File: config.mk
export PLATFORM = sky130hd
export DESIGN_NAME = gsexp_ctrl
export DESIGN_NICKNAME = d
export VERILOG_FILES = /design/src/core/gsexp_pkg.sv /design/src/core/gsexp_ctrl.sv /design/src/core/gsexp_readout.sv
export SDC_FILE = /design/constraint.sdc
export NUM_CORES = 1
export LEC_CHECK = 0
export ABC_AREA = 0
export BUFFER_PORTS_ARGS = -buffer_cell sky130_fd_sc_hd__buf_2
export CAP_MARGIN = 40
export CORE_MARGIN = 3
export CORE_UTILIZATION = 30
export CTS_BUF_LIST = sky130_fd_sc_hd__clkbuf_2 sky130_fd_sc_hd__clkbuf_4 sky130_fd_sc_hd__clkbuf_8
export CTS_CLUSTER_DIAMETER = 60
export DETAILED_ROUTE_END_ITERATION = 12
export SYNTH_ARGS = -nofsm -noshare
export SYNTH_HDL_FRONTEND = slang
export SYNTH_SLANG_ARGS = --single-unit
File: constraint.sdc
create_clock -name pclk -period 5.11 [get_ports pclk]
set_input_delay 0.2555 -clock pclk [delete_from_list [all_inputs] [get_ports pclk]]
set_output_delay 0.2555 -clock pclk [all_outputs]
set_load 0.05 [all_outputs]
File: src/core/gsexp_pkg.sv
/*
 * gsexp_pkg: constants shared by the global shutter exposure controller.
 * Assumes nothing; holds register offsets, field positions, mode and monitor codes,
 * reset values and timing constants only.
 */
package gsexp_pkg;

	// register byte offsets on the apb slave
	localparam logic [7:0] GSEXP_CTRL_OFF      = 8'h00;
	localparam logic [7:0] GSEXP_FRLEN_OFF     = 8'h04;
	localparam logic [7:0] GSEXP_EXPO_OFF      = 8'h08;
	localparam logic [7:0] GSEXP_RSTLEN_OFF    = 8'h0c;
	localparam logic [7:0] GSEXP_GRAN_OFF      = 8'h10;
	localparam logic [7:0] GSEXP_EXPO2_OFF     = 8'h14;
	localparam logic [7:0] GSEXP_EXPO3_OFF     = 8'h18;
	localparam logic [7:0] GSEXP_READOUT_OFF   = 8'h1c;
	localparam logic [7:0] GSEXP_STATUS_OFF    = 8'h20;

	// control register fields
	localparam int GSEXP_MODE_LSB    = 0;   // 2 bits: operating mode
	localparam int GSEXP_FRMODE_BIT  = 2;   // frame_time_mode_select
	localparam int GSEXP_SLOPES_LSB  = 3;   // 2 bits: slope count 1..3
	localparam int GSEXP_MONSEL_LSB  = 8;   // 4 bits: monitor source select
	localparam int GSEXP_ENABLE_BIT  = 15;

	// operating modes
	localparam logic [1:0] GSEXP_MODE_PIPE = 2'h0;
	localparam logic [1:0] GSEXP_MODE_TRIG = 2'h1;
	localparam logic [1:0] GSEXP_MODE_SLAVE = 2'h2;

	// monitor source that flags the first line
	localparam logic [3:0] GSEXP_MON_FIRST_LINE = 4'h5;

	// reset values
	localparam logic [31:0] GSEXP_CTRL_RST    = 32'h0000_0008;
	localparam logic [15:0] GSEXP_FRLEN_RST   = 16'h1000;
	localparam logic [15:0] GSEXP_EXPO_RST    = 16'h0800;
	localparam logic [15:0] GSEXP_RSTLEN_RST  = 16'h0010;
	localparam logic [15:0] GSEXP_GRAN_RST    = 16'h0001;
	localparam logic [15:0] GSEXP_READOUT_RST = 16'h0400;

	// timing: frame overhead length and trigger pulse minimum
	localparam int GSEXP_CLK_PS         = 4000;
	localparam int GSEXP_OVHD_CYCLES    = 64;
	localparam int GSEXP_ROWOH_CYCLES   = 8;
	localparam int GSEXP_LINE_CYCLES    = 64;
	localparam int GSEXP_TRIG_MIN_NS    = 100;
	localparam int GSEXP_TRIG_MIN_CYC   = (GSEXP_TRIG_MIN_NS * 1000 + GSEXP_CLK_PS - 1)
		/ GSEXP_CLK_PS;

endpackage

File: src/core/gsexp_ctrl.sv
/*
 * gsexp_ctrl: global shutter exposure sequencer with apb registers.
 * Assumes an apb master on pclk and an asynchronous trigger pin.
 */
//
// Functional notes
// - pipelined: frame and exposure counts drive timing
// - granularity register scales reset and exposure
// - overhead: transfer to storage, then reset
// - hold reset length, then expose count
// - exposure during readout waits for row overhead
// - stretch exposure until readout finishes
// - frame mode computes reset from frame
// - triggered: rising edge starts timed exposure
// - falling edges ignored; trigger high 100ns
// - triggered: extend exposure past readout end
// - monitor select 5 flags first line
// - slave: trigger high time is exposure
// - slave: extend exposure past readout end
// - extra slopes use extra exposure registers
`timescale 1ns/10ps
module gsexp_ctrl
	import gsexp_pkg::*;
#(
	parameter int OVHD_CYCLES = GSEXP_OVHD_CYCLES
) (
	// clock and reset
	input  wire logic        pclk,
	input  wire logic        presetn,
	// apb slave
	input  wire logic        psel,
	input  wire logic        penable,
	input  wire logic        pwrite,
	input  wire logic [7:0]  paddr,
	input  wire logic [31:0] pwdata,
	output logic [31:0]      prdata,
	output logic             pready,
	output logic             pslverr,
	// pins
	input  wire logic        exposure_trigger_in,
	output logic             line_monitor_out,
	output logic             pixel_reset_out,
	output logic             storage_xfer_out,
	output logic             integrating_out
);
	typedef enum logic [4:0] {
		GSEXP_IDLE  = 5'b00001,
		GSEXP_OVHD  = 5'b00010,
		GSEXP_RESET = 5'b00100,
		GSEXP_WAIT  = 5'b01000,
		GSEXP_EXPO  = 5'b10000
	} gsexp_state_type;

	gsexp_state_type state_reg, state_next;
	logic [31:0] ctrl_reg;
	logic [15:0] frlen_reg, expo_reg, rstlen_reg, gran_reg;
	logic [15:0] expo2_reg, expo3_reg, readout_reg;
	logic [15:0] cnt_reg, cnt_next;
	logic [15:0] gcnt_reg;
	logic [15:0] frame_cnt_reg;
	logic [1:0]  slope_reg;
	logic        trig_s1_reg, trig_s2_reg, trig_d_reg;
	logic        ro_start_reg;
	logic        expo_done_reg;
	logic        ovf_reg;

	// register decode
	wire        acc      = psel && penable;
	wire        wr       = acc && pwrite;
	wire        sel_ctrl = paddr == GSEXP_CTRL_OFF;
	wire        sel_frl  = paddr == GSEXP_FRLEN_OFF;
	wire        sel_exp  = paddr == GSEXP_EXPO_OFF;
	wire        sel_rl   = paddr == GSEXP_RSTLEN_OFF;
	wire        sel_gr   = paddr == GSEXP_GRAN_OFF;
	wire        sel_e2   = paddr == GSEXP_EXPO2_OFF;
	wire        sel_e3   = paddr == GSEXP_EXPO3_OFF;
	wire        sel_ro   = paddr == GSEXP_READOUT_OFF;
	wire        sel_st   = paddr == GSEXP_STATUS_OFF;
	wire        mapped   = sel_ctrl | sel_frl | sel_exp | sel_rl | sel_gr | sel_e2 | sel_e3
		| sel_ro | sel_st;
	wire [1:0]  mode     = ctrl_reg[GSEXP_MODE_LSB +: 2];
	wire        frame_mode = ctrl_reg[GSEXP_FRMODE_BIT];
	wire [1:0]  slopes   = ctrl_reg[GSEXP_SLOPES_LSB +: 2];
	wire [3:0]  mon_sel  = ctrl_reg[GSEXP_MONSEL_LSB +: 4];
	wire        enable   = ctrl_reg[GSEXP_ENABLE_BIT];

	// readout sequencer status
	wire ro_busy, ro_row_oh, ro_line_start, ro_first;

	// trigger edges from the second sync stage only
	wire trig_rise = trig_s2_reg && !trig_d_reg;
	wire trig_fall = !trig_s2_reg && trig_d_reg;

	// one granularity tick; slave mode ignores the scaling
	wire gtick = (gcnt_reg + 16'h1 >= gran_reg) || (gran_reg == 16'h0);

	// exposure length for the current slope
	wire [15:0] expo_len = (slope_reg == 2'h2) ? expo3_reg :
		(slope_reg == 2'h1) ? expo2_reg : expo_reg;
	wire        more_slope = (slope_reg + 2'h1) < slopes;

	// reset length: own register, or frame minus exposure in frame mode
	wire [15:0] fr_rst = (frlen_reg > expo_reg) ? frlen_reg - expo_reg : 16'h1;
	wire [15:0] rst_len = frame_mode ? fr_rst : rstlen_reg;

	wire timed_end  = (mode != GSEXP_MODE_SLAVE) && gtick && (cnt_reg + 16'h1 >= expo_len)
		&& !more_slope;
	wire slave_end  = (mode == GSEXP_MODE_SLAVE) && (trig_fall || expo_done_reg);
	wire ovhd_end   = cnt_reg == 16'(OVHD_CYCLES - 1);

	// next state
	always_comb begin
		state_next = state_reg;
		cnt_next   = cnt_reg;
		unique case (state_reg)
			GSEXP_IDLE: begin
				cnt_next = 16'h0;
				if (enable && mode == GSEXP_MODE_PIPE)
					state_next = GSEXP_RESET;
				else if (enable && trig_rise)
					state_next = GSEXP_WAIT;
			end
			GSEXP_OVHD: begin
				cnt_next = cnt_reg + 16'h1;
				if (ovhd_end) begin
					cnt_next   = 16'h0;
					state_next = (mode == GSEXP_MODE_PIPE && enable) ? GSEXP_RESET
						: GSEXP_IDLE;
				end
			end
			GSEXP_RESET: begin
				if (gtick)
					cnt_next = cnt_reg + 16'h1;
				if (gtick && cnt_reg + 16'h1 >= rst_len) begin
					cnt_next   = 16'h0;
					state_next = GSEXP_WAIT;
				end
			end
			GSEXP_WAIT: begin
				cnt_next = 16'h0;
				if (!ro_busy || ro_line_start)
					state_next = GSEXP_EXPO;
			end
			GSEXP_EXPO: begin
				if (gtick && mode != GSEXP_MODE_SLAVE)
					cnt_next = (cnt_reg + 16'h1 >= expo_len) ? 16'h0 : cnt_reg + 16'h1;
				if ((timed_end || slave_end) && !ro_busy) begin
					cnt_next   = 16'h0;
					state_next = GSEXP_OVHD;
				end
			end
			default: begin
				state_next = GSEXP_IDLE;
				cnt_next   = 16'h0;
			end
		endcase
	end

	// state, counters and trigger synchroniser
	always_ff @(posedge pclk or negedge presetn) begin
		if (!presetn) begin
			state_reg   <= GSEXP_IDLE;
			cnt_reg     <= 16'h0;
			gcnt_reg    <= 16'h0;
			trig_s1_reg <= 1'b0;
			trig_s2_reg <= 1'b0;
			trig_d_reg  <= 1'b0;
		end else begin
			state_reg   <= state_next;
			cnt_reg     <= cnt_next;
			gcnt_reg    <= (gtick || state_next != state_reg) ? 16'h0 : gcnt_reg + 16'h1;
			trig_s1_reg <= exposure_trigger_in;
			trig_s2_reg <= trig_s1_reg;
			trig_d_reg  <= trig_s2_reg;
		end
	end

	// slope index, exposure-done latch and readout kick
	always_ff @(posedge pclk or negedge presetn) begin
		if (!presetn) begin
			slope_reg     <= 2'h0;
			expo_done_reg <= 1'b0;
			ro_start_reg  <= 1'b0;
			frame_cnt_reg <= 16'h0;
			ovf_reg       <= 1'b0;
		end else begin
			ro_start_reg <= state_reg == GSEXP_OVHD && ovhd_end;
			if (state_reg != GSEXP_EXPO)
				slope_reg <= 2'h0;
			else if (mode != GSEXP_MODE_SLAVE && gtick && cnt_reg + 16'h1 >= expo_len
				&& more_slope)
				slope_reg <= slope_reg + 2'h1;
			// a fall while waiting for a line start must not be lost, or slave hangs
			if (state_reg != GSEXP_EXPO && state_reg != GSEXP_WAIT)
				expo_done_reg <= 1'b0;
			else if (trig_fall)
				expo_done_reg <= 1'b1;
			if (state_reg == GSEXP_OVHD && ovhd_end)
				frame_cnt_reg <= frame_cnt_reg + 16'h1;
			// rising edge during overhead breaks the controller's side
			if (state_reg == GSEXP_OVHD && trig_rise)
				ovf_reg <= 1'b1;
			else if (wr && sel_st && pwdata[0])
				ovf_reg <= 1'b0;
		end
	end

	// apb write side; zero wait states
	always_ff @(posedge pclk or negedge presetn) begin
		if (!presetn) begin
			ctrl_reg    <= GSEXP_CTRL_RST;
			frlen_reg   <= GSEXP_FRLEN_RST;
			expo_reg    <= GSEXP_EXPO_RST;
			rstlen_reg  <= GSEXP_RSTLEN_RST;
			gran_reg    <= GSEXP_GRAN_RST;
			expo2_reg   <= GSEXP_EXPO_RST;
			expo3_reg   <= GSEXP_EXPO_RST;
			readout_reg <= GSEXP_READOUT_RST;
		end else if (wr) begin
			if (sel_ctrl) ctrl_reg    <= pwdata;
			if (sel_frl)  frlen_reg   <= pwdata[15:0];
			if (sel_exp)  expo_reg    <= pwdata[15:0];
			if (sel_rl)   rstlen_reg  <= pwdata[15:0];
			if (sel_gr)   gran_reg    <= pwdata[15:0];
			if (sel_e2)   expo2_reg   <= pwdata[15:0];
			if (sel_e3)   expo3_reg   <= pwdata[15:0];
			if (sel_ro)   readout_reg <= pwdata[15:0];
		end
	end

	// read mux
	wire [31:0] status_word = {frame_cnt_reg, 7'h0, ovf_reg, 2'h0, ro_busy, state_reg};
	wire [31:0] rd_mux =
		sel_ctrl ? ctrl_reg :
		sel_frl  ? {16'h0, frlen_reg} :
		sel_exp  ? {16'h0, expo_reg} :
		sel_rl   ? {16'h0, rstlen_reg} :
		sel_gr   ? {16'h0, gran_reg} :
		sel_e2   ? {16'h0, expo2_reg} :
		sel_e3   ? {16'h0, expo3_reg} :
		sel_ro   ? {16'h0, readout_reg} :
		sel_st   ? status_word : 32'h0;

	// registered apb answer: ready in the first access cycle
	always_ff @(posedge pclk or negedge presetn) begin
		if (!presetn) begin
			prdata  <= 32'h0;
			pready  <= 1'b0;
			pslverr <= 1'b0;
		end else begin
			pready  <= psel && !penable;
			pslverr <= psel && !penable && !mapped;
			prdata  <= (psel && !penable && !pwrite) ? rd_mux : 32'h0;
		end
	end

	// pin outputs from flip-flops
	always_ff @(posedge pclk or negedge presetn) begin
		if (!presetn) begin
			line_monitor_out <= 1'b0;
			pixel_reset_out  <= 1'b1;
			storage_xfer_out <= 1'b0;
			integrating_out  <= 1'b0;
		end else begin
			line_monitor_out <= (mon_sel == GSEXP_MON_FIRST_LINE) ? ro_first
				: ro_line_start;
			pixel_reset_out  <= state_next == GSEXP_RESET || state_next == GSEXP_WAIT
				|| state_next == GSEXP_IDLE || (state_next == GSEXP_OVHD && cnt_next > 16'h3);
			storage_xfer_out <= state_next == GSEXP_OVHD && cnt_next <= 16'h3;
			integrating_out  <= state_next == GSEXP_EXPO;
		end
	end

	// readout engine, started after the overhead transfer
	gsexp_readout u_readout (
		.pclk       (pclk),
		.presetn    (presetn),
		.start      (ro_start_reg),
		.line_total (readout_reg),
		.busy       (ro_busy),
		.in_row_oh  (ro_row_oh),
		.line_start (ro_line_start),
		.first_line (ro_first)
	);

endmodule

File: src/core/gsexp_readout.sv
/*
 * gsexp_readout: line-by-line readout sequencer.
 * Assumes a start pulse from the exposure controller; one clock domain.
 */
`timescale 1ns/10ps
module gsexp_readout
	import gsexp_pkg::*;
#(
	parameter int LINE_CYCLES = GSEXP_LINE_CYCLES,
	parameter int ROWOH_CYCLES = GSEXP_ROWOH_CYCLES
) (
	// clock and reset
	input  wire logic        pclk,
	input  wire logic        presetn,
	// control
	input  wire logic        start,
	input  wire logic [15:0] line_total,
	// status
	output logic             busy,
	output logic             in_row_oh,
	output logic             line_start,
	output logic             first_line
);
	logic [15:0] line_reg;
	logic [15:0] cyc_reg;
	wire         line_end = busy && (cyc_reg == 16'(LINE_CYCLES - 1));
	wire         last     = line_end && (line_reg + 16'h1 >= line_total);

	// line and cycle counters; row overhead heads each line
	always_ff @(posedge pclk or negedge presetn) begin
		if (!presetn) begin
			busy       <= 1'b0;
			line_reg   <= 16'h0;
			cyc_reg    <= 16'h0;
			line_start <= 1'b0;
			first_line <= 1'b0;
			in_row_oh  <= 1'b0;
		end else begin
			line_start <= (start && !busy) || (line_end && !last);
			first_line <= start && !busy;
			if (start && !busy) begin
				busy     <= 1'b1;
				line_reg <= 16'h0;
				cyc_reg  <= 16'h0;
				in_row_oh <= 1'b1;
			end else if (busy) begin
				cyc_reg <= line_end ? 16'h0 : cyc_reg + 16'h1;
				in_row_oh <= line_end ? !last : (cyc_reg < 16'(ROWOH_CYCLES - 1));
				if (line_end)
					line_reg <= line_reg + 16'h1;
				if (last)
					busy <= 1'b0;
			end
		end
	end
endmodule

==> qor.tcl <==
set qor(cell_type_with_the_highest_aggregate_area_in_the_netlist) {sky130_fd_sc_hd__dfrtp_1}
set qor(number_of_global_route_vias_before_repair) 12529
set qor(synth.cell_area_sq_mm) 0.0157
set qor(synth-seq-area-share_pct) 44.3
set qor(cts-root-to-sink-buffers) 3
set qor(totalWireLength_mm) 45.4
set qor(crit-reg2reg-capture) {storage_xfer_out}
set qor(ios) 84
set qor(drtAntennaViolNets) 0
set qor(dpl_worst_slack_ns) 0.129
set qor(final_layout_size_suffix_gt1_share_pct) 23.1
set qor(postSynth.topFlopCell) {sky130_fd_sc_hd__dfrtp_1}
set qor(start_kind) {register}
set qor(clock.fmax_ghz) 0.212
set qor(floorplan.die_area_sq_mm) 0.0553
set qor(htree_num_levels) 2
set qor(cts.clk_slew.worst_paths_ns) 0.06
set qor(max_slew.worst_pin.slew_ns) 0.934
set qor(yosys.cell_count.top_type) {sky130_fd_sc_hd__dfrtp_1}
set qor(cts_buffers) 49
set qor(synth_warnings) 0
set qor(detailedPlacementHpwl_mm) 32.9
set qor(layout.filler_cells) 5117
set qor(synthesis.area_per_instance_sq_um) 10.1
set qor(fin_worst_setup_slack_ns) 0.398
set qor(critical_path_peak_fanout) 16
set qor(drt_iter0_markers) 881
set qor(power_per_cell_area_mw_per_mm2) 268
set qor(crit_type) {register to register}
set qor(synth.net_count) 1694
set qor(antenna-diode-count) 0
set qor(min_period_over_period_pct) 92.2
set qor(routed-via-count) 12434
set qor(num-nets-final) 1815
set qor(reg2regPathDepth) 23
set qor(multi_input_area_sq_mm) 0.00820
set qor(post_synth_inst_count) 1559
set qor(max-vdd-ir-drop_mv) 0.156
set qor(groute.usage.overall_pct) 16.0
set qor(cellLeakagePower_uw) 0.00886
set qor(holdCritPathClass) {input port to register}
set qor(layout_min_cycle_time_ns) 4.71
set qor(wire_per_inst_um) 18.9
set qor(synth-edff-count) 0
set qor(placementRows) 83
set qor(grt_first_pass_wirelength_mm) 71.4
set qor(max_cap_violations) 0
set qor(totalNegativeSetupSlack_ns) 0
set qor(syn2layout_area_growth_pct) 16.4
set qor(yosys_cell_types) 93
set qor(rrSetupSlack_ns) 0.40
set qor(finalSetupViolations) 0
set qor(drt-pass1-iter-count) 5
set qor(cts_tree) {done}
set qor(synth-async-reset-ratio_pct) 100
set qor(critical_path_required_ns) 5.63
set qor(core_area_sq_mm) 0.0516
set qor(worst_ep_arrival_time_ns) 5.23
set qor(hold_path.startpoint) {pwdata[2]}
set qor(clkSinkCount) 278
set qor(gp_congestion) 0.883
set qor(report.final.hold_viol_count) 0
set qor(status) {complete, no violations}
set qor(root_buffer) {sky130_fd_sc_hd__clkbuf_8}
set qor(max_slew_margin_pct) 37.7
set qor(grt_remaining_overflow) 0
set qor(height_of_the_die_um) 235
set qor(crit-reg2reg-launch) {frlen_reg[0]}
set qor(initial_core_util_pct) 30.5
set qor(area.sequential_sq_mm) 0.00697
set qor(endpoint_kind) {register}
set qor(antenna_found_initial) 2
set qor(endpoint) {storage_xfer_out}
set qor(pin_count_of_the_biggest_net_entering_global_routing) 112
set qor(clock_latency_at_the_later_pin_of_the_worst_skew_pair_ns) 0.60
set qor(final_max_slew_viol_count) 0
set qor(drcViolationCount) 0
set qor(netlist_top_cells_count) {sky130_fd_sc_hd__dfrtp_1 (268), sky130_fd_sc_hd__nand2_1 (136), sky130_fd_sc_hd__mux2_2 (126)}
set qor(yosys_register_bits) 278
set qor(worst_clock_skew_ns) 0.0241
set qor(dieWidth_um) 235
set qor(cp-startpoint) {frlen_reg[0]}
set qor(vias_per_inst) 5.18
set qor(yosysTopAreaCellShare_pct) 42.6
set qor(portBuffers) 83
set qor(ys_top_cells_by_area) {sky130_fd_sc_hd__dfrtp_1 (43%), sky130_fd_sc_hd__mux2_2 (9.0%), sky130_fd_sc_hd__ha_1 (7.0%)}
==> worst max-delay path, cell delays in order, from the launching register on <==
cell	delay, ns
sky130_fd_sc_hd__dfrtp_1	0.39
sky130_fd_sc_hd__inv_1	0.07
sky130_fd_sc_hd__ha_1	0.16
sky130_fd_sc_hd__inv_1	0.05
sky130_fd_sc_hd__fa_1	0.39
sky130_fd_sc_hd__a21o_1	0.17
sky130_fd_sc_hd__a21oi_1	0.23
sky130_fd_sc_hd__nor2b_1	0.09
sky130_fd_sc_hd__o21ai_2	0.16
sky130_fd_sc_hd__a211o_1	0.18
sky130_fd_sc_hd__o21a_1	0.17
sky130_fd_sc_hd__o21ai_0	0.08
sky130_fd_sc_hd__and3_4	0.25
sky130_fd_sc_hd__a2bb2oi_1	0.18
sky130_fd_sc_hd__ha_1	0.19
sky130_fd_sc_hd__o21ai_0	0.09
sky130_fd_sc_hd__a211oi_1	0.27
sky130_fd_sc_hd__nand3_1	0.18
sky130_fd_sc_hd__o211ai_4	0.26
sky130_fd_sc_hd__a21oi_1	0.12
sky130_fd_sc_hd__o41ai_2	0.31
sky130_fd_sc_hd__o221ai_1	0.20
sky130_fd_sc_hd__nor3_2	0.27
sky130_fd_sc_hd__and3_1	0.18
==> what timing repair did <==
action	CTS	global route
endpoints found under the hold margin	137	0
gates resized for setup	0	7
setup endpoints to repair	0	20
hold buffers	31	0
buffers inserted	0	1
==> routing by layer <==
metal  global-route usage (%)  vias to the layer above  wire length, um
met3                     3.34                       77             3350
met1                     23.0                     6133            21200
li1                         -                     5798                -
met4                     4.19                        0              924
met2                     24.5                      426            19900
met5                        0                        -                0
==> placed cells by master (no fill, tap or decap), types with 15 or more instances in the layout <==
master | synthesis | routed
sky130_fd_sc_hd__nor3_1 | 26 | 24
sky130_fd_sc_hd__clkbuf_8 | 0 | 61
sky130_fd_sc_hd__buf_2 | 16 | 82
sky130_fd_sc_hd__nand4_1 | 18 | 18
sky130_fd_sc_hd__xnor2_1 | 46 | 46
sky130_fd_sc_hd__ha_1 | 88 | 88
sky130_fd_sc_hd__mux2_2 | 126 | 126
sky130_fd_sc_hd__nor2b_1 | 19 | 19
sky130_fd_sc_hd__nand3_1 | 45 | 45
sky130_fd_sc_hd__nor2_1 | 117 | 116
sky130_fd_sc_hd__a22oi_1 | 23 | 23
sky130_fd_sc_hd__clkbuf_4 | 0 | 21
sky130_fd_sc_hd__and3_1 | 25 | 24
sky130_fd_sc_hd__a221oi_1 | 18 | 18
sky130_fd_sc_hd__dfrtp_1 | 268 | 268
sky130_fd_sc_hd__dlygate4sd3_1 | 0 | 31
sky130_fd_sc_hd__mux2i_1 | 34 | 34
sky130_fd_sc_hd__inv_1 | 85 | 85
sky130_fd_sc_hd__xor2_1 | 38 | 38
sky130_fd_sc_hd__a21oi_1 | 96 | 96
sky130_fd_sc_hd__o21ai_0 | 94 | 94
sky130_fd_sc_hd__nand2_1 | 136 | 136
sky130_fd_sc_hd__a21o_1 | 15 | 15
==> cell families after synthesis <==
family / share of synthesized area [%]
AND/OR/NAND/NOR: 15.4
adder cells (fa/ha/maj): 7.12
XOR/XNOR: 4.67
buffers and inverters: 3.97
AO/OA/AOI/OAI: 13.5
flip-flops: 44.3
multiplexers: 11.2
==> worst min-delay path by stage <==
stage	end	slack, ns	depth (start not counted)
2_1_floorplan	cnt_reg[0]	-0.04	0
3_3_place_gp	trig_s2_reg	0.34	0
3_5_place_dp	trig_s2_reg	0.35	0
4_1_cts	expo_reg[2]	0.004	3
5_1_grt	rstlen_reg[2]	0.03	3
6_report	expo_reg[2]	0.05	3
==> final cells by class <==
class / instances / area share (%)
Timing Repair Buffer: 134 / 5.08
Multi-Input combinational cell: 1131 / 44.7
Clock inverter: 10 / 0.341
Tap cell: 680 / 4.64
Inverter: 86 / 1.76
Clock buffer: 82 / 5.44
Sequential cell: 278 / 38.0
==> through the flow <==
stage | utilization (%) | total power (uW) | instances | hold WS (ns) | area [sq um]
2_1_floorplan | - | 2550 | 1559 | -0.0401 | 15700
3_3_place_gp | 32.6 | 2730 | 2272 | 0.341 | 16800
3_5_place_dp | 32.8 | 2730 | 2277 | 0.349 | 16900
4_1_cts | 35.4 | 4970 | 2400 | 0.00447 | 18300
5_1_grt | 35.5 | 5120 | 2401 | 0.0332 | 18300
6_report | 35.5 | 4920 | 2401 | 0.0453 | 18300
==> report_power, final <==
group | switching [uW] | internal [uW]
clock network | 965 | 1240
logic | 267 | 146
registers | 50.9 | 2250
(Power assumes the default switching activity.)
